**config.mk**
```make
export PLATFORM = sky130hd
export DESIGN_NAME = sld_top
export DESIGN_NICKNAME = d
export VERILOG_FILES = /design/src/rtl/sld_pkg.sv /design/src/rtl/sld_stream_if.sv /design/src/rtl/sld_sync.sv /design/src/rtl/sld_fifo.sv /design/src/rtl/sld_top.sv
export VERILOG_INCLUDE_DIRS = /design/src /design/src/rtl
export SDC_FILE = /design/constraint.sdc
export NUM_CORES = 1
export LEC_CHECK = 0
export BUFFER_PORTS_ARGS = -buffer_cell sky130_fd_sc_hd__buf_2
export CAP_MARGIN = 20
export CELL_PAD_IN_SITES_DETAIL_PLACEMENT = 1
export CELL_PAD_IN_SITES_GLOBAL_PLACEMENT = 1
export CORE_UTILIZATION = 42
export CTS_CLUSTER_DIAMETER = 80
export DETAILED_ROUTE_END_ITERATION = 10
export PLACE_DENSITY_LB_ADDON = 0.1
export SKIP_CTS_REPAIR_TIMING = 1
export SYNTH_ARGS = -nofsm -noshare
export SYNTH_HDL_FRONTEND = slang
export SYNTH_SLANG_ARGS = --single-unit
export TNS_END_PERCENT = 10
```
**constraint.sdc**
```tcl
create_clock -name clk -period 2.73 [get_ports clk]
set_input_delay 0.546 -clock clk [delete_from_list [all_inputs] [get_ports clk]]
set_output_delay 0.546 -clock clk [all_outputs]
set_load 0.01 [all_outputs]
```
**src/rtl/sld_cfg.svh**
```systemverilog
// Constants of the serial-in latched sink driver.
// Assumes inclusion by bare name from the rtl folder.
`ifndef SLD_CFG_SVH
`define SLD_CFG_SVH

// ----------------------------------------
// Structure
// ----------------------------------------
`define SLD_STAGES 8
`define SLD_FIFO_WIDTH 1
`define SLD_FIFO_DEPTH 16
`define SLD_SYNC_WIDTH 4

// ----------------------------------------
// Sync vector bit positions
// ----------------------------------------
`define SLD_SY_DATA 0
`define SLD_SY_SCLK 1
`define SLD_SY_LOAD 2
`define SLD_SY_OEN 3

// ----------------------------------------
// Reset values and pacing
// ----------------------------------------
`define SLD_STAGE_RST 8'h00
`define SLD_LATCH_RST 8'h00
`define SLD_POP_DIV 2'h2

`endif

```
**src/rtl/sld_pkg.sv**
```systemverilog
// Types of the serial-in latched sink driver.
// Assumes sld_cfg.svh is in the include path.
`default_nettype none
`include "sld_cfg.svh"

package sld_pkg;
    typedef logic [`SLD_STAGES-1:0] sld_stage_t;
    typedef logic [`SLD_FIFO_WIDTH-1:0] sld_word_t;
    typedef enum logic [1:0] {
        SLD_POP_WAIT = 2'h1,
        SLD_POP_GO = 2'h2
    } sld_pop_t;
endpackage : sld_pkg

`default_nettype wire

```
**src/rtl/sld_stream_if.sv**
```systemverilog
// Valid/ready stream of captured serial bits.
// Assumes both ends share one clock.
`default_nettype none
`include "sld_cfg.svh"

interface sld_stream_if;
    logic valid;
    logic ready;
    sld_pkg::sld_word_t data;
    modport src (output valid, output data, input ready);
    modport snk (input valid, input data, output ready);
endinterface : sld_stream_if

`default_nettype wire

```
**src/rtl/sld_sync.sv**
```systemverilog
// Two-flop synchroniser for pin inputs.
// Assumes inputs asynchronous to clk.
`default_nettype none

module sld_sync #(
    parameter int W = 1
) (
    // Clock and reset
    input wire logic clk,
    input wire logic resetn,
    // Pins in, synchronised out
    input wire logic [W-1:0] pin_in,
    output logic [W-1:0] sync_out
);
    logic [W-1:0] meta_q;

    always_ff @(posedge clk or negedge resetn) begin
        if (!resetn) begin
            meta_q <= '0;
            sync_out <= '0;
        end else begin
            meta_q <= pin_in;
            sync_out <= meta_q;
        end
    end
endmodule : sld_sync

`default_nettype wire

```
**src/rtl/sld_fifo.sv**
```systemverilog
// Synchronous FIFO with valid/ready on both sides.
// Assumes one clock; push and pop ends are interface modports.
`default_nettype none

module sld_fifo #(
    parameter int WIDTH = 1,
    parameter int DEPTH = 16
) (
    // Clock and reset
    input wire logic clk,
    input wire logic resetn,
    // Stream ends
    sld_stream_if.snk push,
    sld_stream_if.src pop
);
    localparam int AW = $clog2(DEPTH);
    logic [WIDTH-1:0] mem [DEPTH];
    logic [AW:0] wr_q;
    logic [AW:0] rd_q;
    logic full;
    logic empty;
    logic do_push;
    logic do_pop;

    assign empty = (wr_q == rd_q);
    assign full = (wr_q[AW] != rd_q[AW]) && (wr_q[AW-1:0] == rd_q[AW-1:0]);
    assign push.ready = !full;
    assign pop.valid = !empty;
    assign pop.data = mem[rd_q[AW-1:0]];
    assign do_push = push.valid && !full;
    assign do_pop = pop.ready && !empty;

    always_ff @(posedge clk) begin
        if (do_push) begin
            mem[wr_q[AW-1:0]] <= push.data;
        end
    end

    always_ff @(posedge clk or negedge resetn) begin
        if (!resetn) begin
            wr_q <= '0;
            rd_q <= '0;
        end else begin
            if (do_push) begin
                wr_q <= wr_q + (AW+1)'(1);
            end
            if (do_pop) begin
                rd_q <= rd_q + (AW+1)'(1);
            end
        end
    end
endmodule : sld_fifo

`default_nettype wire

```
**src/rtl/sld_top.sv**
```systemverilog
// Serial-in latched sink driver: shift register, latches, output gating.
// Assumes all pin inputs are asynchronous to clk; resetn stands for power-on.
//
// What this block does
// - Rising shift clock captures data into stage one.
// - Further rising edges shift stages toward cascade.
// - Last stage drives the cascade output.
// - Strobe high loads each latch from stage.
// - Strobe high transparent; strobe low holds latches.
// - Output enable high turns all sinks off.
// - Output enable never touches register or latches.
// - Output enable low: sinks follow their latches.
// - Power-on clears every stage and latch.
`default_nettype none
`include "sld_cfg.svh"

module sld_top (
    // Clock and reset
    input wire logic clk,
    input wire logic resetn,
    // Host pins
    input wire logic serial_data_pin,
    input wire logic shift_clock_pin,
    input wire logic latch_load_pin,
    input wire logic out_enable_n,
    // Sink drives, bit 0 is sink_drive_first, bit 7 sink_drive_last
    output logic [`SLD_STAGES-1:0] sink_drive_q,
    // Cascade and flow status
    output logic cascade_out_q,
    output logic capture_ready_q
);
    // ----------------------------------------
    // Functions
    // ----------------------------------------
    function automatic sld_pkg::sld_stage_t gate_sinks(input sld_pkg::sld_stage_t lat, input logic off);
        gate_sinks = off ? sld_pkg::sld_stage_t'(`SLD_LATCH_RST) : lat;
    endfunction : gate_sinks

    // ----------------------------------------
    // Pin synchronisers
    // ----------------------------------------
    logic [`SLD_SYNC_WIDTH-1:0] pins_s;
    logic data_s;
    logic sclk_s;
    logic load_s;
    logic oen_s;

    sld_sync #(.W(`SLD_SYNC_WIDTH)) u_sync (
        .clk(clk),
        .resetn(resetn),
        .pin_in({out_enable_n, latch_load_pin, shift_clock_pin, serial_data_pin}),
        .sync_out(pins_s)
    );

    assign data_s = pins_s[`SLD_SY_DATA];
    assign sclk_s = pins_s[`SLD_SY_SCLK];
    assign load_s = pins_s[`SLD_SY_LOAD];
    assign oen_s = pins_s[`SLD_SY_OEN];

    // ----------------------------------------
    // Edge capture into the FIFO
    // ----------------------------------------
    logic sclk_prev_q;
    logic sclk_rise;
    sld_stream_if cap_if ();
    sld_stream_if shf_if ();

    always_ff @(posedge clk or negedge resetn) begin
        if (!resetn) begin
            sclk_prev_q <= 1'b0;
        end else begin
            sclk_prev_q <= sclk_s;
        end
    end

    assign sclk_rise = sclk_s && !sclk_prev_q;
    assign cap_if.valid = sclk_rise;
    assign cap_if.data = data_s;

    sld_fifo #(.WIDTH(`SLD_FIFO_WIDTH), .DEPTH(`SLD_FIFO_DEPTH)) u_fifo (
        .clk(clk),
        .resetn(resetn),
        .push(cap_if.snk),
        .pop(shf_if.src)
    );

    always_ff @(posedge clk or negedge resetn) begin
        if (!resetn) begin
            capture_ready_q <= 1'b0;
        end else begin
            capture_ready_q <= cap_if.ready;
        end
    end

    // ----------------------------------------
    // Shift pacing
    // ----------------------------------------
    sld_pkg::sld_pop_t pop_st_q;
    logic [1:0] div_q;
    logic pop_fire;

    always_ff @(posedge clk or negedge resetn) begin
        if (!resetn) begin
            div_q <= 2'h0;
        end else if (div_q == `SLD_POP_DIV - 2'h1) begin
            div_q <= 2'h0;
        end else begin
            div_q <= div_q + 2'h1;
        end
    end

    always_ff @(posedge clk or negedge resetn) begin
        if (!resetn) begin
            pop_st_q <= sld_pkg::SLD_POP_WAIT;
        end else begin
            case (pop_st_q)
                sld_pkg::SLD_POP_WAIT: begin
                    if (div_q == `SLD_POP_DIV - 2'h2) begin
                        pop_st_q <= sld_pkg::SLD_POP_GO;
                    end
                end
                sld_pkg::SLD_POP_GO: begin
                    pop_st_q <= sld_pkg::SLD_POP_WAIT;
                end
                default: begin
                    pop_st_q <= sld_pkg::SLD_POP_WAIT;
                end
            endcase
        end
    end

    assign shf_if.ready = (pop_st_q == sld_pkg::SLD_POP_GO);
    assign pop_fire = shf_if.ready && shf_if.valid;

    // ----------------------------------------
    // Shift register
    // ----------------------------------------
    sld_pkg::sld_stage_t stage_q;

    always_ff @(posedge clk or negedge resetn) begin
        if (!resetn) begin
            stage_q <= `SLD_STAGE_RST;
        end else if (pop_fire) begin
            stage_q <= {stage_q[`SLD_STAGES-2:0], shf_if.data[0]};
        end
    end

    always_ff @(posedge clk or negedge resetn) begin
        if (!resetn) begin
            cascade_out_q <= 1'b0;
        end else begin
            cascade_out_q <= stage_q[`SLD_STAGES-1];
        end
    end

    // ----------------------------------------
    // Latches
    // ----------------------------------------
    sld_pkg::sld_stage_t latch_q;

    always_ff @(posedge clk or negedge resetn) begin
        if (!resetn) begin
            latch_q <= `SLD_LATCH_RST;
        end else if (load_s) begin
            latch_q <= stage_q;
        end
    end

    // ----------------------------------------
    // Sink outputs
    // ----------------------------------------
    always_ff @(posedge clk or negedge resetn) begin
        if (!resetn) begin
            sink_drive_q <= `SLD_LATCH_RST;
        end else begin
            sink_drive_q <= gate_sinks(latch_q, oen_s);
        end
    end

    // ----------------------------------------
    // Assertions
    // ----------------------------------------
    a_first_stage_load: assert property (@(posedge clk) disable iff (!resetn)
        pop_fire |=> stage_q[0] == $past(shf_if.data[0]))
        else $error("Stage one did not take the captured bit.");

    a_stage_shift: assert property (@(posedge clk) disable iff (!resetn)
        pop_fire |=> stage_q[7:1] == $past(stage_q[6:0]))
        else $error("Stages did not shift toward cascade.");

    a_stage_hold: assert property (@(posedge clk) disable iff (!resetn)
        !pop_fire |=> $stable(stage_q))
        else $error("Shift register changed without a shift.");

    a_cascade_follow: assert property (@(posedge clk) disable iff (!resetn)
        pop_fire ##1 1'b1 |=> cascade_out_q == $past(stage_q[7]))
        else $error("Cascade output does not show last stage.");

    a_latch_follow: assert property (@(posedge clk) disable iff (!resetn)
        load_s |=> latch_q == $past(stage_q))
        else $error("Latch did not load while strobe high.");

    a_latch_hold: assert property (@(posedge clk) disable iff (!resetn)
        !load_s |=> $stable(latch_q))
        else $error("Latch changed while strobe low.");

    a_sink_off: assert property (@(posedge clk) disable iff (!resetn)
        oen_s |=> sink_drive_q == 8'h00)
        else $error("Sink on while outputs disabled.");

    a_sink_follow: assert property (@(posedge clk) disable iff (!resetn)
        !oen_s |=> sink_drive_q == $past(latch_q))
        else $error("Sink does not follow its latch.");

    a_oe_no_touch: assert property (@(posedge clk) disable iff (!resetn)
        (!load_s && !pop_fire && $changed(oen_s)) |=> $stable(latch_q) && $stable(stage_q))
        else $error("Output enable disturbed stored data.");

    a_reset_clear: assert property (@(posedge clk) disable iff (!resetn)
        $rose(resetn) |-> stage_q == 8'h00 && latch_q == 8'h00)
        else $error("Stages or latches not clear after reset.");

    a_pop_spacing: assert property (@(posedge clk) disable iff (!resetn)
        pop_fire |=> !pop_fire)
        else $error("Two shifts in consecutive cycles.");

    a_pop_onehot: assert property (@(posedge clk) disable iff (!resetn)
        $onehot(pop_st_q))
        else $error("Shift pacing state is not one-hot.");

    a_pop_on_slot: assert property (@(posedge clk) disable iff (!resetn)
        pop_fire |-> div_q == `SLD_POP_DIV - 2'h1)
        else $error("Shift fired outside its pacing slot.");

    a_pop_go_once: assert property (@(posedge clk) disable iff (!resetn)
        pop_st_q == sld_pkg::SLD_POP_GO |=> pop_st_q == sld_pkg::SLD_POP_WAIT)
        else $error("Shift slot lasted more than one cycle.");

    a_div_range: assert property (@(posedge clk) disable iff (!resetn)
        div_q < `SLD_POP_DIV)
        else $error("Pacing divider out of range.");

    a_div_step: assert property (@(posedge clk) disable iff (!resetn)
        div_q == 2'h0 |=> div_q == 2'h1)
        else $error("Pacing divider did not advance.");

    a_edge_single: assert property (@(posedge clk) disable iff (!resetn)
        sclk_rise |=> !sclk_rise)
        else $error("One shift clock edge seen twice.");

    a_capture_pushed: assert property (@(posedge clk) disable iff (!resetn)
        sclk_rise && cap_if.ready |=> shf_if.valid)
        else $error("Captured bit was not queued.");

    a_cascade_track: assert property (@(posedge clk) disable iff (!resetn)
        1'b1 |=> cascade_out_q == $past(stage_q[`SLD_STAGES-1]))
        else $error("Cascade output lags the last stage.");

    a_cascade_hold: assert property (@(posedge clk) disable iff (!resetn)
        !pop_fire |-> ##2 $stable(cascade_out_q))
        else $error("Cascade output changed without a shift.");

    a_stage_source: assert property (@(posedge clk) disable iff (!resetn)
        $changed(stage_q) |-> $past(pop_fire))
        else $error("Stages changed without a shift clock edge.");

    a_stage_keep_load: assert property (@(posedge clk) disable iff (!resetn)
        load_s && !pop_fire |=> $stable(stage_q))
        else $error("Strobe disturbed the shift register.");

    a_oen_no_stage: assert property (@(posedge clk) disable iff (!resetn)
        $changed(oen_s) && !pop_fire |=> $stable(stage_q))
        else $error("Output enable disturbed the shift register.");

    a_latch_source: assert property (@(posedge clk) disable iff (!resetn)
        $changed(latch_q) |-> $past(load_s))
        else $error("Latches changed while strobe low.");

    a_load_sink_off: assert property (@(posedge clk) disable iff (!resetn)
        oen_s && load_s |=> sink_drive_q == 8'h00)
        else $error("Latch load turned a disabled sink on.");

    a_sink_needs_latch: assert property (@(posedge clk) disable iff (!resetn)
        1'b1 |=> (sink_drive_q & ~$past(latch_q)) == 8'h00)
        else $error("Sink on while its latch is low.");

    a_sink_on_high: assert property (@(posedge clk) disable iff (!resetn)
        !oen_s |=> (~sink_drive_q & $past(latch_q)) == 8'h00)
        else $error("Enabled sink off while its latch is high.");

    a_sink_reset_clear: assert property (@(posedge clk) disable iff (!resetn)
        $rose(resetn) |-> sink_drive_q == 8'h00 && !cascade_out_q)
        else $error("Sinks or cascade not clear after reset.");

    a_ready_after_reset: assert property (@(posedge clk) disable iff (!resetn)
        $rose(resetn) |=> capture_ready_q)
        else $error("Capture not ready after reset.");
endmodule : sld_top

`default_nettype wire

```
# [Yosys cells after proc, flatten, opt, wreduce, memory -nomap -nowiden]
# Memory sizes are Yosys's and may differ from the RTL's. A register that Yosys moved wholly into a read port is not among the register bits.
# Cells that the tools add are included.
[totals] ram_bits=16 mem_count=1 elab_cells=38 inputBits=6 register_bits=49 output_inout_bits=10
[op_classes] n_addsub=3 eq_ne=7 mux=6 reduce_logical=9
[memory_table] name="u_fifo.mem" words=16 word_bits=1 rd=1 rd_ports_with_merged_regs=1 wr=1 line_no="sld_fifo.sv:17" source="logic [WIDTH-1:0] mem [DEPTH];"
[op_table] operator="5-bit by 1-bit adder with 5-bit output (second input constant)" count=2
[op_table] operator="8-bit 2-to-1 mux" count=1
[op_table] operator="2-bit 2-to-1 mux" count=3
[op_table] operator="5-bit == test" count=1
[op_table] operator="2-bit by 1-bit == test with 1-bit output (second input constant)" count=2
[op_table] operator="4-bit == test" count=1
[op_table] operator="1-bit logical AND" count=4
[op_table] operator="1-bit logical NOT" count=4
[op_table] operator="2-bit by 1-bit adder with 2-bit output (second input constant)" count=1
[op_table] operator="2-bit == test (second input constant)" count=1
[op_table] operator="2-bit logical NOT" count=1
[op_table] operator="1-bit 2-to-1 mux" count=2
[op_table] operator="2-bit != test (second input constant)" count=1
[op_table] operator="1-bit != test" count=1

# [Longest topological paths before layout]
# Gate-level depths: netlist of the first run.
[logic_depth] depth_word=6 depth_mapped=6 depth_no_buf=4

# [Cells and area by module]
# From an unflattened synthesis of the first run, not the netlist that was laid out.
[hier_totals] cells_unflattened=190 hier_area_um2=2670.1
[modules_own_cells] module="sld_fifo" area_each_um2=1403.8 cells_per_inst=119 instances=1 seq_area_each_um2=730.7
[modules_own_cells] module="sld_top" area_each_um2=1066.0 cells_per_inst=63 instances=1 seq_area_each_um2=777.0
[modules_own_cells] module="sld_sync" area_each_um2=200.2 cells_per_inst=8 instances=1 seq_area_each_um2=200.2

# [Worst setup path before layout of the first run]
# Ideal clock, no wire load.
[synth_timing] kind="flip-flop to flip-flop" start="reg u_fifo.rd_q[0]" end="mem u_fifo.mem[10], enable pin" required_time_ns=2.487 arrival_ns=1.714 period_less_slack_ns=1.957 setup_time_ns=0.243 n_path_buf=2 stages_incl_launch_ff=7 path_slack_ns=0.773 path_cell_list="dfrtp_1 buf_4 xor2_1 nor4_4 a21oi_2 buf_2 and3_1"
[synth_via] elab_chain_len=6
[synth_lines] item="start: declaration" line_no="sld_fifo.sv:19" source="logic [AW:0] rd_q;"
[synth_lines] item="start signal: assignment" line_no="sld_fifo.sv:48" source="rd_q <= rd_q + (AW+1)'(1);"
[synth_lines] item="4-bit == test" line_no="sld_fifo.sv:26" source="assign full = (wr_q[AW] != rd_q[AW]) && (wr_q[AW-1:0] == rd_q[AW-1:0]);"
[synth_lines] item="1-bit logical AND" line_no="sld_fifo.sv:26"
[synth_lines] item="1-bit logical NOT" line_no="sld_fifo.sv:30" source="assign do_push = push.valid && !full;"
[synth_lines] item="1-bit logical AND" line_no="sld_fifo.sv:30"
[synth_lines] item="1-bit 2-to-1 mux" line_no="sld_fifo.sv:34" source="if (do_push) begin"
[synth_lines] item="1-bit 2-to-1 mux (implied by the code)" line_no="sld_fifo.sv:35" source="mem[wr_q[AW-1:0]] <= push.data;"
[synth_lines] item="end: declaration" line_no="sld_fifo.sv:17"
# Every way passes these cells.

# [Final worst setup path of the first run]
[layout_timing] start="reg u_fifo.rd_q[0]" end="mem u_fifo.mem[6], enable pin"
# Same word-level chain as after synthesis.

==> flow_metrics.tcl, run 1 <==
set metrics [dict create \
    syn-cell-area_um2 2590 \
    ys_async_sr_fraction_pct 75.38 \
    worstHoldStart "latch_load_pin" \
    power_density_nw_per_um2 1116 \
    drv_slew 0 \
    cts_sinks 65 \
    hold_depth 1 \
    worst_pin_slew_ns 0.9120 \
    hp-class "in2reg" \
    clk_path_buf_depth 2 \
    fmax_ghz 0.4661 \
    critPathLaunchType "flop" \
    synth_top_area_share_pct 46.38 \
    synthesis.instances 167 \
    start_util_pct 43.74 \
    final_cell_count_no_fill 269 \
    peakVddDrop_v 0.0005468 \
    synthDistinctLibCells 27 \
    avgSynthCellArea_um2 15.51 \
    layout.nets 200 \
    wirelength_mm 4.307 \
    portBuffers 15 \
    grt_remaining_overflow 0 \
    min_to "u_sync.meta_q[2]$_DFF_PN0_" \
    path_clk_slew_ns 0.07 \
    cp-end-kind "flop" \
    synthTopCellsByCount "48 x dfrtp_1, 18 x mux2_2, 16 x edfxtp_1, 12 x and3_1, 12 x xor2_1" \
    status "finished clean" \
    core_um2 5921 \
    layout-drive-gt1-share_pct 30.41 \
    slew_headroom_pct 39.20 \
    maxCapViolCount 0 \
    synth_most_common_cell "dfrtp_1" \
    die_h_um 80.53 \
    antenna_found_initial 0 \
    synthesis.nets 178 \
    synth_seq_cells 65 \
    grt_setup_unrepaired "no" \
    leakagePower_nw 1.306 \
    synthTopCellsByArea "dfrtp_1 46%, edfxtp_1 19%, mux2_2 7.8%" \
    setup_viol 0 \
    timing.rr.start "u_fifo.rd_q[0]$_DFFE_PN0P_" \
    r2r_cells 5 \
    die_w_um 80.53 \
    grt_first_pass_wirelength_mm 7.314 \
    synthToLayoutAreaGrowth_pct 15.07 \
    cts_tree "yes" \
    die_area_um2 6484 \
    worstPathArrival_ns 2.19 \
    clock-root-buffer "clkbuf_8" \
    num_rows 28 \
    synth_edf_count 16 \
    synth_seq_area_share_pct 65.94 \
    num_vias 1340 \
    synth_ff_type "dfrtp_1" \
    worstPathRequired_ns 2.78 \
    cts_made_buffers 9 \
    tns_ns 0 \
    ant_nets 0 \
    worst_slack_ns 0.5845 \
    clock_latency_ns 0.34 \
    skew_ns 0.01311 \
    pre_cts_slack_ns 0.5714 \
    cts_max_level 3 \
    diodes 0 \
    total_power_mw 3.326 \
    path_class "reg2reg" \
    detail_route.vias_per_cell 4.981 \
    regToRegSetupSlack_ns 0.58 \
    critPathMaxFanout 14 \
    dp.cells 253 \
    drc 0 \
    gp_congestion 0.6987 \
    reg2reg_to "u_fifo.mem[6]$_DFFE_PP_" \
    route.detailed.wl_per_inst_um 16.01 \
    ios 16 \
    firstDrtPassIters 3 \
    place_hpwl_mm 2.932 \
    grt_max_degree 44 \
    fin_crit_sh_pct 78.59 \
    yosysWarnings 0 \
    fin_crit_ns 2.145 \
    yosys.area.top_type "dfrtp_1" \
    grtUsageTotal_pct 16.29 \
    drt_iter0_drc 86 \
    finalHoldViolCount 0 \
    grt_pass1_vias 1459 \
]
[worst max path at each step]
stage	start	to	slack, ns	depth (start not counted)
after floorplan	u_fifo.rd_q[0]$_DFFE_PN0P_	u_fifo.mem[10]$_DFFE_PP_	0.77	6
after global placement	u_fifo.rd_q[0]$_DFFE_PN0P_	u_fifo.mem[0]$_DFFE_PP_	0.64	5
after detailed placement	u_fifo.rd_q[0]$_DFFE_PN0P_	u_fifo.mem[1]$_DFFE_PP_	0.57	5
after CTS	u_fifo.rd_q[0]$_DFFE_PN0P_	u_fifo.mem[10]$_DFFE_PP_	0.56	5
after global routing	u_fifo.rd_q[0]$_DFFE_PN0P_	u_fifo.mem[1]$_DFFE_PP_	0.42	5
final	u_fifo.rd_q[0]$_DFFE_PN0P_	u_fifo.mem[6]$_DFFE_PP_	0.58	5
[where the power goes]
| group | leakage, nW | internal (mW) | switching, mW | total (mW) |
|---|---|---|---|---|
| sequential | 0.724 | 1.26 | 0.261 | 1.52 |
| combinational | 0.465 | 0.444 | 0.400 | 0.844 |
| clock | 0.118 | 0.607 | 0.352 | 0.959 |
| total | 1.31 | 2.31 | 1.01 | 3.33 |
[layout make-up]
class | count | area (um^2)
inverters | 6 | 22.52
flip-flops and latches | 65 | 1708
clock buffers | 11 | 131.4
well taps | 75 | 93.84
clock inverters | 5 | 103.9
multi-input cells | 89 | 823.3
repair buffers | 18 | 97.59
fillers | 589 | 2940
[cells in the final DEF (no fill, tap or decap)]
cell | synthesis | final
nand2b_1 | 2 | 2
a21oi_2 | 1 | 1
clkinv_4 | 0 | 1
dfrtp_1 | 48 | 48
clkbuf_1 | 1 | 2
dfstp_2 | 1 | 1
a21oi_4 | 1 | 1
and2_1 | 4 | 4
mux2_2 | 18 | 18
clkbuf_8 | 0 | 9
ha_1 | 5 | 5
inv_1 | 6 | 6
xor2_1 | 12 | 12
nor4_4 | 1 | 1
mux4_2 | 4 | 4
buf_4 | 1 | 3
nor4b_1 | 1 | 1
clkinv_2 | 0 | 1
bufinv_16 | 0 | 3
nand2_1 | 2 | 2
xnor2_1 | 2 | 2
edfxtp_1 | 16 | 16
a2111oi_2 | 1 | 1
nor2b_1 | 11 | 11
buf_2 | 4 | 15
mux2i_1 | 3 | 3
a211oi_1 | 5 | 5
and3_1 | 12 | 12
nor2_1 | 1 | 1
nand3_1 | 3 | 3
[sequential cells by signal (all words and copies together) (netlist names), 2 cells and up]
| signal | flops |
|---|---|
| u_sync.meta_q | 4 |
| pop_st_q | 2 |
| stage_q | 8 |
| div_q | 2 |
| latch_q | 8 |
| u_fifo.wr_q | 5 |
| sink_drive_q | 8 |
| u_sync.sync_out | 4 |
| u_fifo.rd_q | 5 |
| u_fifo.mem | 16 |
[routing by layer]
layer | up-vias | global-route usage (%) | share of wire [%]
met3 | 8 | 5.114 | 3.1
li1 | 625 | - | -
met1 | 690 | 21.18 | 46
met4 | 0 | 9.107 | 2.3
met5 | - | 0 | 0
met2 | 17 | 23.98 | 48
[logic make-up after synthesis]
| group | after synthesis | synth area share, % |
|---|---|---|
| fa+ha+maj | 5 | 2.415 |
| compound gates | 8 | 2.995 |
| flops | 65 | 65.94 |
| buf+inv | 13 | 2.270 |
| mux | 25 | 12.46 |
| simple gates | 37 | 9.178 |
| xor+xnor | 14 | 4.734 |
[through the flow]
step | utilization (%) | hold WS (ns) | area [um^2]
3_3_place_gp | 46.37 | 0.3316 | 2745
5_1_grt | 50.34 | 0.2863 | 2980
3_5_place_dp | 46.37 | 0.3364 | 2745
2_1_floorplan | - | 0.2504 | 2590
6_report | 50.34 | 0.3138 | 2980
4_1_cts | 50.34 | 0.2923 | 2980
[worst max-delay path: stages (launching register included)]
cell     delay, ns
dfrtp_1       0.60
xor2_1        0.30
nor4_4        0.09
buf_4         0.18
a21oi_2       0.43
and3_1        0.25
Power figures use the tool's default switching activity.
==> run 2, diff against run 1 <==
==> constraint.sdc (replaced) <==
create_clock -name clk -period 2.1 [get_ports clk]
set_input_delay 0.42 -clock clk [delete_from_list [all_inputs] [get_ports clk]]
set_output_delay 0.42 -clock clk [all_outputs]
set_load 0.01 [all_outputs]
==> flow_metrics.tcl, run 2 (same netlist as run 1, synthesis figures left out) <==
set metrics [dict create \
    wirelength_mm 4.598 \
    critPathMaxFanout 10 \
    start_util_pct 43.74 \
    synthToLayoutAreaGrowth_pct 17.44 \
    worstPathArrival_ns 2.07 \
    clk_path_buf_depth 2 \
    final_cell_mix "48 x dfrtp_1, 18 x mux2_2, 16 x edfxtp_1" \
    slowest_stage "dfrtp_1" \
    grtUsageTotal_pct 17.17 \
    setup_viol 0 \
    grt_setup_unrepaired "no" \
    slew_headroom_pct 66.18 \
    cp-end-kind "flop" \
    clock-root-buffer "clkbuf_8" \
    diodes 0 \
    clock_latency_ns 0.33 \
    worstPathRequired_ns 2.32 \
    detail_route.vias_per_cell 4.956 \
    die_w_um 80.53 \
    fmax_ghz 0.5405 \
    cts_tree "yes" \
    ios 16 \
    fillers 581 \
    worst_pin_slew_ns 0.5056 \
    hp-class "in2reg" \
    maxCapViolCount 0 \
    grt_first_pass_wirelength_mm 7.624 \
    grt_pass1_vias 1497 \
    critPathLaunchType "flop" \
    critPathMaxStageDelay_ns 0.44 \
    fin_crit_ns 1.850 \
    peakVddDrop_v 0.0007759 \
    drv_slew 0 \
    place_hpwl_mm 3.180 \
    dp.cells 260 \
    skew_ns 0.007094 \
    portBuffers 15 \
    power_density_nw_per_um2 1444 \
    die_h_um 80.53 \
    drt_iter0_drc 73 \
    layout-drive-gt1-share_pct 33.50 \
    leakagePower_nw 1.344 \
    num_vias 1363 \
    firstDrtPassIters 4 \
    path_delay_family "flip-flops" \
    tns_ns 0 \
    fin_crit_sh_pct 88.10 \
    num_rows 28 \
    largest_reg_flops 16 \
    path_class "reg2reg" \
    layout_commonest_cell "dfrtp_1" \
    die_area_um2 6484 \
    crit_path_cell_trace "xor2_1 -> nor4_4 -> buf_4 -> a21oi_4 -> mux2_2" \
    ant_nets 0 \
    drc 0 \
    cts_made_buffers 9 \
    gp_congestion 0.7421 \
    finalHoldViolCount 0 \
    cts_sinks 65 \
    grt_remaining_overflow 0 \
    layout.nets 208 \
    cts_max_level 3 \
    antenna_found_initial 0 \
    path_clk_slew_ns 0.07 \
    core_um2 5921 \
    final_cell_count_no_fill 275 \
    grt_max_degree 43 \
    critical_path_buf_inv_count 1 \
    route.detailed.wl_per_inst_um 16.72 \
    status "finished clean" \
]
## run 2: changes by cell type in the layout (fill, tap and decap cells not counted)
cell | before | now
bufinv_16 | 3 | 2
buf_12 | 0 | 1
dlygate4sd3_1 | 0 | 1
clkbuf_1 | 2 | 0
a211oi_2 | 0 | 1
a211oi_1 | 5 | 4
clkbuf_8 | 9 | 11
buf_4 | 3 | 9
clkinv_4 | 1 | 0
## run 2: final cells by class
| type | count | area, um^2 | area share (%) |
|---|---|---|---|
| inverter | 6 | 22.52 | 0.7404 |
| tap | 75 | 93.84 | 3.085 |
| sequential | 65 | 1708 | 56.15 |
| clock inverter | 3 | 65.06 | 2.139 |
| multi-input combinational | 89 | 828.3 | 27.23 |
| timing repair buffer | 26 | 172.7 | 5.677 |
| clock buffer | 11 | 151.4 | 4.977 |
## run 2: through the flow
step                setup slack (ns)  util [%]  hold slack (ns)  cell area (um^2)  power, mW
global route                  0.1453     51.37           0.1736              3042      4.673
detailed placement            0.1826     47.46           0.3012              2810      3.267
floorplan                     0.1432         -           0.1244              2590      2.805
CTS                           0.1367     51.12         -0.06689              3027      4.445
global placement              0.2893     47.46           0.2943              2810      3.191
finish                        0.2498     51.37           0.1893              3042      4.393
## run 2: worst paths after layout
| kind | from | endpoint | slack (ns) | depth (start not counted) |
|---|---|---|---|---|
| worst max register to register | u_fifo.rd_q[1]$_DFFE_PN0P_ | stage_q[1]$_DFFE_PN0P_ | 0.25 | 5 |
| min in group asynchronous | resetn | u_fifo.wr_q[1]$_DFFE_PN0P_ | 0.49 | 2 |
| max in group asynchronous | resetn | pop_st_q[0]$_DFFE_PN1P_ | 1.07 | 3 |
| worst max-delay path | u_fifo.rd_q[1]$_DFFE_PN0P_ | stage_q[1]$_DFFE_PN0P_ | 0.25 | 5 |
| worst min-delay path | latch_load_pin | u_sync.meta_q[2]$_DFF_PN0_ | 0.19 | 1 |
| worst min register to register | u_sync.meta_q[0]$_DFF_PN0_ | u_sync.sync_out[0]$_DFF_PN0_ | 0.35 | 0 |
## run 2: metal layers
layer	wire length [um]	track usage [%]
met5	0	0
met2	2165	25.17
met4	136	11.79
met3	102	3.750
met1	2193	22.60
## run 2: report_power, final
part | internal, mW | switching, mW | total [mW]
combinational | 0.671 | 0.705 | 1.38
clock | 0.718 | 0.441 | 1.16
sequential | 1.64 | 0.215 | 1.86
total | 3.03 | 1.36 | 4.39
